[src/design/fdb_pkg.sv]
package fdb_pkg;

  localparam int ADDR_W = 4;
  localparam logic [ADDR_W-1:0] ADDR_DATA = 4'h0;
  localparam logic [ADDR_W-1:0] ADDR_SELECT = 4'h1;
  localparam logic [ADDR_W-1:0] ADDR_CTRL = 4'h2;
  localparam logic [ADDR_W-1:0] ADDR_STATUS = 4'h3;
  localparam logic [ADDR_W-1:0] ADDR_MASK = 4'h4;
  localparam logic [ADDR_W-1:0] ADDR_LEN = 4'h5;

  localparam int BUF_DEPTH = 8;
  localparam int IDX_W = 3;
  localparam logic [7:0] DATA_RESET = 8'h00;
  localparam logic [IDX_W-1:0] IDX_RESET = 3'h0;
  localparam logic [IDX_W-1:0] IDX_STEP = 3'h1;
  localparam logic [3:0] LEN_MAX = 4'h8;

  localparam int SEL_AINC_BIT = 3;
  localparam int CTRL_UART_BIT = 0;

  localparam int ST_RXOK = 0;
  localparam int ST_TXOK = 1;
  localparam int ST_ERR = 2;
  localparam int ST_W = 3;

  typedef enum logic [1:0] {
    FDB_IDLE = 2'b00,
    FDB_ACK = 2'b01
  } fdb_bus_type;

endpackage

[src/design/fdb_mem.sv]
`timescale 1ns/1ps
`default_nettype none
module fdb_mem #(
  parameter int DEPTH = 8,
  parameter int AW = 3,
  parameter int DW = 8
) (
  input wire logic clk_i,
  input wire logic rst_n_i,
  input wire logic wr_a_i,
  input wire logic [AW-1:0] addr_a_i,
  input wire logic [DW-1:0] wdata_a_i,
  output logic [DW-1:0] rdata_a_o,
  input wire logic wr_b_i,
  input wire logic [AW-1:0] addr_b_i,
  input wire logic [DW-1:0] wdata_b_i,
  output logic [DW-1:0] rdata_b_o
);
  logic [DW-1:0] mem [DEPTH];

  // Port A is software, port B the frame engine; software wins a same-slot clash.
  always_ff @(posedge clk_i or negedge rst_n_i) begin
    if (!rst_n_i) begin
      for (int i = 0; i < DEPTH; i++) begin
        mem[i] <= '0;
      end
    end else begin
      if (wr_b_i) begin
        mem[addr_b_i] <= wdata_b_i;
      end
      if (wr_a_i) begin
        mem[addr_a_i] <= wdata_a_i;
      end
    end
  end

  always_ff @(posedge clk_i or negedge rst_n_i) begin
    if (!rst_n_i) begin
      rdata_a_o <= '0;
      rdata_b_o <= '0;
    end else begin
      rdata_a_o <= mem[addr_a_i];
      rdata_b_o <= mem[addr_b_i];
    end
  end
endmodule
`default_nettype wire

[src/design/fdb_port.sv]
// Notes on behaviour
// - In LIN mode a 3-bit buffer index selects which slot the data port reaches.
// - In UART mode the buffer index has no effect on data port accesses.
// - In LIN mode the 8-bit data port reads or writes the indexed buffer slot.
// - In UART mode the data port is one plain data register with no buffer behind it.
// - A data port write is outgoing data handed to the frame engine for sending.
// - A data port read returns received data, and the port resets to zero.
// - In LIN mode the index advances after each port access unless auto increment is disabled.
// - In UART mode reading the data port clears the receive-complete and error flags.
// - In UART mode writing the data port clears the transmit-complete flag.
// - In LIN mode transmit and receive byte counts are clamped to at most 8.
`timescale 1ns/1ps
`default_nettype none
module fdb_port
  import fdb_pkg::*;
#(
  parameter int DEPTH = BUF_DEPTH
) (
  input wire logic CLK_I,
  input wire logic RST_N_I,
  input wire logic CYC_I,
  input wire logic STB_I,
  input wire logic WE_I,
  input wire logic [ADDR_W-1:0] ADR_I,
  input wire logic [3:0] SEL_I,
  input wire logic [31:0] DAT_I,
  output logic [31:0] DAT_O,
  output logic ACK_O,
  output logic ERR_O,
  output logic INT_O,
  output logic UART_MODE_O,
  output logic [3:0] TX_LEN_O,
  output logic [3:0] RX_LEN_O,
  output logic TX_DATA_VALID_O,
  output logic [7:0] TX_DATA_O,
  input wire logic ENG_WR_I,
  input wire logic [IDX_W-1:0] ENG_IDX_I,
  input wire logic [7:0] ENG_DATA_I,
  output logic [7:0] ENG_DATA_O,
  input wire logic RX_DONE_I,
  input wire logic TX_DONE_I,
  input wire logic ERR_EVT_I
);
  fdb_bus_type state;
  logic req;
  logic hit;
  logic wr_data;
  logic rd_data;
  logic [IDX_W-1:0] buffer_index;
  logic auto_increment_disable;
  logic uart_mode;
  logic [7:0] uart_data;
  logic [ST_W-1:0] status;
  logic [ST_W-1:0] mask;
  logic [3:0] tx_byte_count;
  logic [3:0] rx_byte_count;
  logic [7:0] buf_rdata;
  logic [7:0] port_data_byte;
  logic [31:0] next_dat;
  logic [ST_W-1:0] next_status;
  logic [ST_W-1:0] w1c;
  logic lane0;

  assign req = CYC_I && STB_I && (state == FDB_IDLE);
  assign lane0 = SEL_I[0];
  assign hit = (ADR_I == ADDR_DATA) || (ADR_I == ADDR_SELECT) || (ADR_I == ADDR_CTRL)
    || (ADR_I == ADDR_STATUS) || (ADR_I == ADDR_MASK) || (ADR_I == ADDR_LEN);
  assign wr_data = req && WE_I && lane0 && (ADR_I == ADDR_DATA);
  assign rd_data = req && !WE_I && (ADR_I == ADDR_DATA);

  fdb_mem #(
    .DEPTH(DEPTH),
    .AW(IDX_W),
    .DW(8)
  ) u_mem (
    .clk_i(CLK_I),
    .rst_n_i(RST_N_I),
    .wr_a_i(wr_data && !uart_mode),
    .addr_a_i(buffer_index),
    .wdata_a_i(DAT_I[7:0]),
    .rdata_a_o(buf_rdata),
    .wr_b_i(ENG_WR_I && !uart_mode),
    .addr_b_i(ENG_IDX_I),
    .wdata_b_i(ENG_DATA_I),
    .rdata_b_o(ENG_DATA_O)
  );

  // The read data register tracks the selected slot so the answer is ready at ack.
  always_comb begin
    if (uart_mode) begin
      port_data_byte = uart_data;
    end else begin
      port_data_byte = buf_rdata;
    end
  end

  always_ff @(posedge CLK_I or negedge RST_N_I) begin
    if (!RST_N_I) begin
      state <= FDB_IDLE;
    end else begin
      case (state)
        FDB_IDLE: begin
          if (CYC_I && STB_I) begin
            state <= FDB_ACK;
          end
        end
        FDB_ACK: state <= FDB_IDLE;
        default: state <= FDB_IDLE;
      endcase
    end
  end

  assign ACK_O = (state == FDB_ACK) && hit && CYC_I && STB_I;
  assign ERR_O = (state == FDB_ACK) && !hit && CYC_I && STB_I;

  always_comb begin
    next_dat = 32'h0000_0000;
    case (ADR_I)
      ADDR_DATA: next_dat[7:0] = port_data_byte;
      ADDR_SELECT: begin
        next_dat[IDX_W-1:0] = buffer_index;
        next_dat[SEL_AINC_BIT] = auto_increment_disable;
      end
      ADDR_CTRL: next_dat[CTRL_UART_BIT] = uart_mode;
      ADDR_STATUS: next_dat[ST_W-1:0] = status;
      ADDR_MASK: next_dat[ST_W-1:0] = mask;
      ADDR_LEN: next_dat[7:0] = {tx_byte_count, rx_byte_count};
      default: next_dat = 32'h0000_0000;
    endcase
  end

  always_ff @(posedge CLK_I or negedge RST_N_I) begin
    if (!RST_N_I) begin
      DAT_O <= 32'h0000_0000;
    end else if (req && !WE_I) begin
      DAT_O <= next_dat;
    end
  end

  // Index register: software writes it; port accesses advance it in LIN mode.
  always_ff @(posedge CLK_I or negedge RST_N_I) begin
    if (!RST_N_I) begin
      buffer_index <= IDX_RESET;
      auto_increment_disable <= 1'b0;
    end else if (req && WE_I && lane0 && ADR_I == ADDR_SELECT) begin
      buffer_index <= DAT_I[IDX_W-1:0];
      auto_increment_disable <= DAT_I[SEL_AINC_BIT];
    end else if ((wr_data || rd_data) && !uart_mode && !auto_increment_disable) begin
      buffer_index <= buffer_index + IDX_STEP;
    end
  end

  always_ff @(posedge CLK_I or negedge RST_N_I) begin
    if (!RST_N_I) begin
      uart_mode <= 1'b0;
      mask <= '0;
      tx_byte_count <= 4'h0;
      rx_byte_count <= 4'h0;
    end else if (req && WE_I && lane0) begin
      if (ADR_I == ADDR_CTRL) begin
        uart_mode <= DAT_I[CTRL_UART_BIT];
      end
      if (ADR_I == ADDR_MASK) begin
        mask <= DAT_I[ST_W-1:0];
      end
      if (ADR_I == ADDR_LEN) begin
        tx_byte_count <= (DAT_I[7:4] > LEN_MAX) ? LEN_MAX : DAT_I[7:4];
        rx_byte_count <= (DAT_I[3:0] > LEN_MAX) ? LEN_MAX : DAT_I[3:0];
      end
    end
  end

  // UART data register: software writes outgoing, engine loads received.
  always_ff @(posedge CLK_I or negedge RST_N_I) begin
    if (!RST_N_I) begin
      uart_data <= DATA_RESET;
    end else if (wr_data && uart_mode) begin
      uart_data <= DAT_I[7:0];
    end else if (ENG_WR_I && uart_mode) begin
      uart_data <= ENG_DATA_I;
    end
  end

  always_ff @(posedge CLK_I or negedge RST_N_I) begin
    if (!RST_N_I) begin
      TX_DATA_VALID_O <= 1'b0;
      TX_DATA_O <= DATA_RESET;
    end else begin
      TX_DATA_VALID_O <= wr_data;
      if (wr_data) begin
        TX_DATA_O <= DAT_I[7:0];
      end
    end
  end

  always_comb begin
    w1c = '0;
    if (req && WE_I && lane0 && ADR_I == ADDR_STATUS) begin
      w1c = DAT_I[ST_W-1:0];
    end
    if (rd_data && uart_mode) begin
      w1c[ST_RXOK] = 1'b1;
      w1c[ST_ERR] = 1'b1;
    end
    if (wr_data && uart_mode) begin
      w1c[ST_TXOK] = 1'b1;
    end
    next_status = (status & ~w1c) | {ERR_EVT_I, TX_DONE_I, RX_DONE_I};
  end

  always_ff @(posedge CLK_I or negedge RST_N_I) begin
    if (!RST_N_I) begin
      status <= '0;
    end else begin
      status <= next_status;
    end
  end

  assign INT_O = |(status & mask);
  assign UART_MODE_O = uart_mode;
  assign TX_LEN_O = tx_byte_count;
  assign RX_LEN_O = rx_byte_count;
endmodule
`default_nettype wire

[config.mk]
export PLATFORM = sky130hd
export DESIGN_NAME = fdb_port
export DESIGN_NICKNAME = d
export VERILOG_FILES = /design/src/design/fdb_pkg.sv /design/src/design/fdb_mem.sv /design/src/design/fdb_port.sv
export SDC_FILE = /design/constraint.sdc
export NUM_CORES = 1
export LEC_CHECK = 0
export BUFFER_PORTS_ARGS = -buffer_cell sky130_fd_sc_hd__buf_2
export CORE_UTILIZATION = 40
export CTS_CLUSTER_DIAMETER = 200
export DETAILED_ROUTE_END_ITERATION = 6
export PLACE_DENSITY = 0.69
export SLEW_MARGIN = 20
export SYNTH_ARGS = -nofsm -noshare
export SYNTH_HDL_FRONTEND = slang
export SYNTH_SLANG_ARGS = --single-unit
[constraint.sdc]
create_clock -name CLK_I -period 4.1 [get_ports CLK_I]
set_input_delay 0.615 -clock CLK_I [delete_from_list [all_inputs] [get_ports CLK_I]]
set_output_delay 0.615 -clock CLK_I [all_outputs]
set_load 0.005 [all_outputs]
* Yosys cells after proc, flatten, opt, wreduce, memory -nomap -nowiden
Cells that the tools add are included.
Storage, ports and cells: flip-flop bits (word level) 126, input bits 60, output and inout port bits 61
Cells by class: add/sub/neg operators 1, magnitude comparators 6, equality and inequality tests 7, muxes and demuxes 31, bitwise logic cells 6, reductions and logical operators 42
Operators by type and width (number):
- 64-bit bitwise mux | 2
- 64-bit 2-to-1 mux | 2
- 8-bit 2-to-1 mux | 9
- 8-bit binary-select mux with 3-bit select | 2
- 8-bit demux with 3-bit select | 2
- 1-bit logical AND | 24
- 2-bit case mux with 5 select lines | 1
- 3-bit 2-to-1 mux | 3
- 4-bit by 2-bit equality test with 1-bit output, second input constant | 2
- 4-bit by 3-bit equality test with 1-bit output, second input constant | 2
- 4-bit greater-or-equal comparator, second input constant | 2
- 4-bit greater-than comparator, second input constant | 2
- 4-bit by 1-bit < comparator with 1-bit output, second input constant | 2
- 4-bit 2-to-1 mux | 2
- 3-bit inverter with 4-bit output | 2
- 4-bit case mux with 2 select lines | 1
- 3-bit bitwise AND | 2
- 1-bit logical OR | 6
- 1-bit case mux with 6 select lines | 1
- 2-bit AND reduction | 3
- 4-bit by 1-bit equality test with 1-bit output, second input constant | 1
- 1-bit logical NOT | 4
- 4-bit logical NOT | 1
- 2-bit 2-to-1 mux | 2
- 10 further kinds | 13

* Longest topological paths before layout
word-level depth 10, depth in mapped cells 8

* Modules after synthesis
A second synthesis with hierarchy kept.
Unflattened totals: cells, all modules 622, area, all modules 7003.0 µm²
By module, submodules not included:
- fdb_mem | times used 1, cells each 378, area an instance 4490.6 µm², seq. area each 2001.9 µm²
- fdb_port | times used 1, cells each 244, area an instance 2512.4 µm², seq. area each 1126.1 µm²

* Worst setup path after synthesis
OpenSTA, ideal clock, no wires.
path type input to register, from input port ADR_I[1], to register u_mem.mem[55] in the netlist's numbering, library setup time 0.128 ns, arrival time 2.087 ns, setup slack 1.885 ns, cell stages on the path 6, cell sequence buf_6 > or4_1 > buf_6 > nor3_4 > nand2_2 > mux2_1
Between the ends: cells in the longest elaborated chain, start to end 4
RTL lines:
- from (decl) | RTL line fdb_port.sv:24 | input wire logic [ADDR_W-1:0] ADR_I,
- 4-bit logical NOT | RTL line fdb_port.sv:68 | assign wr_data = req && WE_I && lane0 && (ADR_I == ADDR_DATA);
- 1-bit logical AND | RTL line fdb_port.sv:68
- 1-bit logical AND | RTL line fdb_port.sv:78 | .wr_a_i(wr_data && !uart_mode),
- 64-bit 2-to-1 mux | RTL line fdb_mem.sv:31 | if (wr_a_i) begin
- to (signal, indexed assignment) | RTL line fdb_mem.sv:29 | mem[addr_b_i] <= wdata_b_i;
- to (signal, indexed assignment) | RTL line fdb_mem.sv:32 | mem[addr_a_i] <= wdata_a_i;
- to (decl) | RTL line fdb_mem.sv:19 | logic [DW-1:0] mem [DEPTH];
Every way passes these cells. A chain may end at the register's enable or synchronous reset.

* Worst setup path after layout
from register buffer_index[2], to register u_mem.mem[8] in the netlist's numbering
Between the ends: cells in the longest elaborated chain, start to end 7
RTL lines:
- from (decl) | RTL line fdb_port.sv:49 | logic [IDX_W-1:0] buffer_index;
- from (signal assigned) | RTL line fdb_port.sv:146 | buffer_index <= DAT_I[IDX_W-1:0];
- from (signal assigned) | RTL line fdb_port.sv:149 | buffer_index <= buffer_index + IDX_STEP;
- 3-bit inverter with 4-bit output (implied by the code) (*) | RTL line fdb_mem.sv:32
- 4-bit greater-or-equal comparator (implied by the code) / 4-bit by 1-bit < comparator with 1-bit output (equally long branches) | RTL line fdb_mem.sv:32
- 1-bit logical AND (implied by the code) | RTL line fdb_mem.sv:32
- 8-bit 2-to-1 mux (implied by the code) | RTL line fdb_mem.sv:32
- 8-bit demux with 3-bit select (*) | RTL line fdb_mem.sv:32
- 64-bit bitwise mux (*) | RTL line fdb_mem.sv:32
- 64-bit 2-to-1 mux (*) | RTL line fdb_mem.sv:31
Mark *: on every way between the ends. The rest lies on a longest branch, timed or not.

==> flow_metrics.env <==
export IMPL_nature_of_the_critical_path_startpoint="flop"
export IMPL_synth_edf_count=0
export IMPL_worst_endpoint_arrival_ns=2.86
export IMPL_drt_pre_antenna_iters=5
export IMPL_cts_tree="yes"
export IMPL_synth_seq_cells=125
export IMPL_wire_per_inst_um=21.3
export IMPL_asr_flop_ratio_synth_pct=100
export IMPL_path_clk_slew_ns=0.06
export IMPL_final_seq_area_mm2=0.00313
export IMPL_post_dp_hpwl_um=12400
export IMPL_detail_route_vias_per_cell=5.84
export IMPL_syn_to_final_growth_pct=14.3
export IMPL_ys_flop_type="sky130_fd_sc_hd__dfrtp_1"
export IMPL_timing_worst_slew_pin_value_ns=1.10
export IMPL_worst_path_fanout_max=22
export IMPL_run_status="finished clean"
export IMPL_cts_root_buffer="sky130_fd_sc_hd__clkbuf_16"
export IMPL_power_ir_vdd_worst_v=0.000317
export IMPL_clk_path_buf_depth=2
export IMPL_cts_setup_buffers=0
export IMPL_drive_gt1_share_pct=43.0
export IMPL_routed_wl_um=18700
export IMPL_post_route_design_area_mm2=0.00811
export IMPL_design_die_area_mm2=0.0183
export IMPL_synth_sequential_area_ratio_pct=44.1
export IMPL_route_antenna_remaining_nets=0
export IMPL_avgSynthCellArea_um2=12.0
export IMPL_initial_core_util_pct=41.0
export IMPL_floorplan_rows=48
export IMPL_maximum_number_of_pins_on_one_net_before_global_route_repair=65
export IMPL_maxClockFrequency_mhz=390
export IMPL_post_cts_resize_count=0
export IMPL_dieWidth_um=135
export IMPL_first_pass_grt_wire_length_um=29200
export IMPL_syn_area_mm2=0.00710
export IMPL_cts_hold_buffers_added=0
export IMPL_dr_first_iter_drc_count=373
export IMPL_numCtsBuffers=17
export IMPL_tritoncts_num_sinks=125
export IMPL_grt_setup_unrepaired="false"
export IMPL_worstReg2RegStart="buffer_index[2]$_DFFE_PN0P_"
export IMPL_finalSetupViolCount=0
export IMPL_critPathMaxStageDelay_ns=1.06
export IMPL_groute_usage_overall_pct=21.6
export IMPL_worstPathCellList="nor4b_1, nand3_2, mux2_2"
export IMPL_part_of_the_cycle_the_worst_path_needs_pct=62.5
export IMPL_final_max_slew_viol_count=0
export IMPL_die_height_um=135
export IMPL_cell_area_power_density_mw_per_mm2=510
export IMPL_fin_worst_skew_ns=0.00866
export IMPL_route_detailed_drc=0
export IMPL_gp_routability_congestion=0.856
export IMPL_fill_cells=1552
export IMPL_placement_io_buffers=69
export IMPL_finish_net_count=699
export IMPL_multi_input_combinational_cell_area_mm2=0.00364
export IMPL_setup_tns_final_ns=0
export IMPL_routed_via_count=5112
export IMPL_ys_warn_count=0
export IMPL_antenna_diode_count=0
export IMPL_syn_inst=589
export IMPL_mostFrequentLayoutCell="sky130_fd_sc_hd__dfrtp_1"
export IMPL_placed_cell_area_mm2=0.00750
export IMPL_timing_critical_path_slowest_stage_cell="sky130_fd_sc_hd__dfrtp_1"
export IMPL_design_core_area_mm2=0.0173
export IMPL_clkLatencyLatePin_ns=0.43
export IMPL_grt_remaining_overflow=0
export IMPL_drv_max_cap_violation_count=0
export IMPL_worst_setup_path_startpoint="buffer_index[2]$_DFFE_PN0P_"
export IMPL_timing_hold_worst_class="input port to asynchronous set/reset pin"
export IMPL_boundaryPins=121
export IMPL_critPathCaptureType="flop"
export IMPL_top_library_cells_by_usage_in_the_layout_fill_and_taps_aside="125 x sky130_fd_sc_hd__dfrtp_1, 121 x sky130_fd_sc_hd__mux2_2, 68 x sky130_fd_sc_hd__buf_2, 47 x sky130_fd_sc_hd__nand2_1, 32 x sky130_fd_sc_hd__mux4_2"
export IMPL_finalWorstPathRequiredPeriod_ns=2.56
export IMPL_timing_max_slew_rel_slack_pct=26.8
export IMPL_htree_num_levels=4
export IMPL_grt_antenna_before_repair=0
export IMPL_req_time_crit_path_ns=4.40
export IMPL_post_synth_num_cell_types=52
export IMPL_power_static_leakage_uw=0.00361
export IMPL_crit_type="flop to flop"
export IMPL_first_global_vias=5001
export IMPL_final_hold_viol_count=0
==> flip-flops by register name (all words and copies together) (netlist names), 4 cells and up <==
register and flops:
DAT_O 8, RX_LEN_O 4, TX_DATA_O 8, TX_LEN_O 4, u_mem.mem 64, u_mem.rdata_a_o 8, u_mem.rdata_b_o 8, uart_data 8
==> synthesized netlist by cell type (all sizes together) (3+ instances only) <==
library cell	n	area [µm²]
or4	3	22.5
inv	10	37.5
nand2	50	195
nand3b	8	60.1
nor2	28	113
a31o	3	26.3
o21ai	14	70.1
nor3	7	56.3
nor3b	3	22.5
buf	39	263
nor4b	3	26.3
mux2i	24	240
dfrtp	125	3130
a2bb2oi	9	78.8
mux2	124	1400
and3	5	31.3
a21oi	22	110
o22ai	10	62.6
mux4	32	721
clkbuf	33	124
nand3	9	65.1
==> final timing paths <==
kind                            slack, ns                  endpoint  depth (start not counted)
worst max-delay path                 1.54    u_mem.mem[8]$_DFF_PN0_                          3
worst min-delay path                 0.27  TX_DATA_O[1]$_DFFE_PN0N_                          1
worst max register to register       1.54    u_mem.mem[8]$_DFF_PN0_                          3
worst min register to register       0.47      DAT_O[6]$_DFFE_PN0N_                          2
max in group asynchronous            2.87   u_mem.mem[24]$_DFF_PN0_                          2
min in group CLK_I                   0.38       status[1]$_DFF_PN0_                          2
==> layout make-up <==
cell class	instances	share of cell area [%]
tap	225	3.47
clock inverter	12	1.97
sequential	125	38.6
timing repair buffer	79	5.21
inverter	10	0.463
multi-input combinational	405	44.8
clock buffer	20	5.51
==> stage by stage <==
stage	util [%]	worst slack [ns]	total power, µW	hold slack (ns)	std cells
after floorplan	-	1.89	2330	0.319	612
after global routing	46.9	1.39	4320	0.348	876
after global placement	43.4	1.33	2540	0.464	844
after detailed placement	43.4	1.22	2600	0.464	844
after CTS	46.9	1.50	4150	0.316	876
final	46.9	1.54	4140	0.270	876
==> worst max-delay path: cells and delay by family (launching register included) <==
| family | cells | cell delay, ns |
|---|---|---|
| DFF | 1 | 1.06 |
| muxes | 1 | 0.43 |
| and+or+nand+nor | 2 | 0.94 |
==> logic make-up after synthesis <==
logic type	synth area share [%]
other	0.0528
buffers and inverters	5.98
multiplexers	33.2
flip-flops	44.1
AO/OA/AOI/OAI	6.72
AND/OR/NAND/NOR	9.77
adder cells (fa/ha/maj)	0.176
==> routing by layer <==
metal / vias to the layer above / GRT usage (%) / share of wire, %
met5: - / 0 / 0
met2: 234 / 33.7 / 48
met1: 2630 / 29.8 / 43
met4: 0 / 6.37 / 1.2
li1: 2225 / - / -
met3: 23 / 5.35 / 7.8
==> where the power goes <==
group          internal [µW]  total, µW  switching, µW
logic                    527        857            330
registers               1500       1730            227
clock network            977       1550            574
total                   3010       4140           1130
Note: power is estimated with default switching activity, not from simulation.
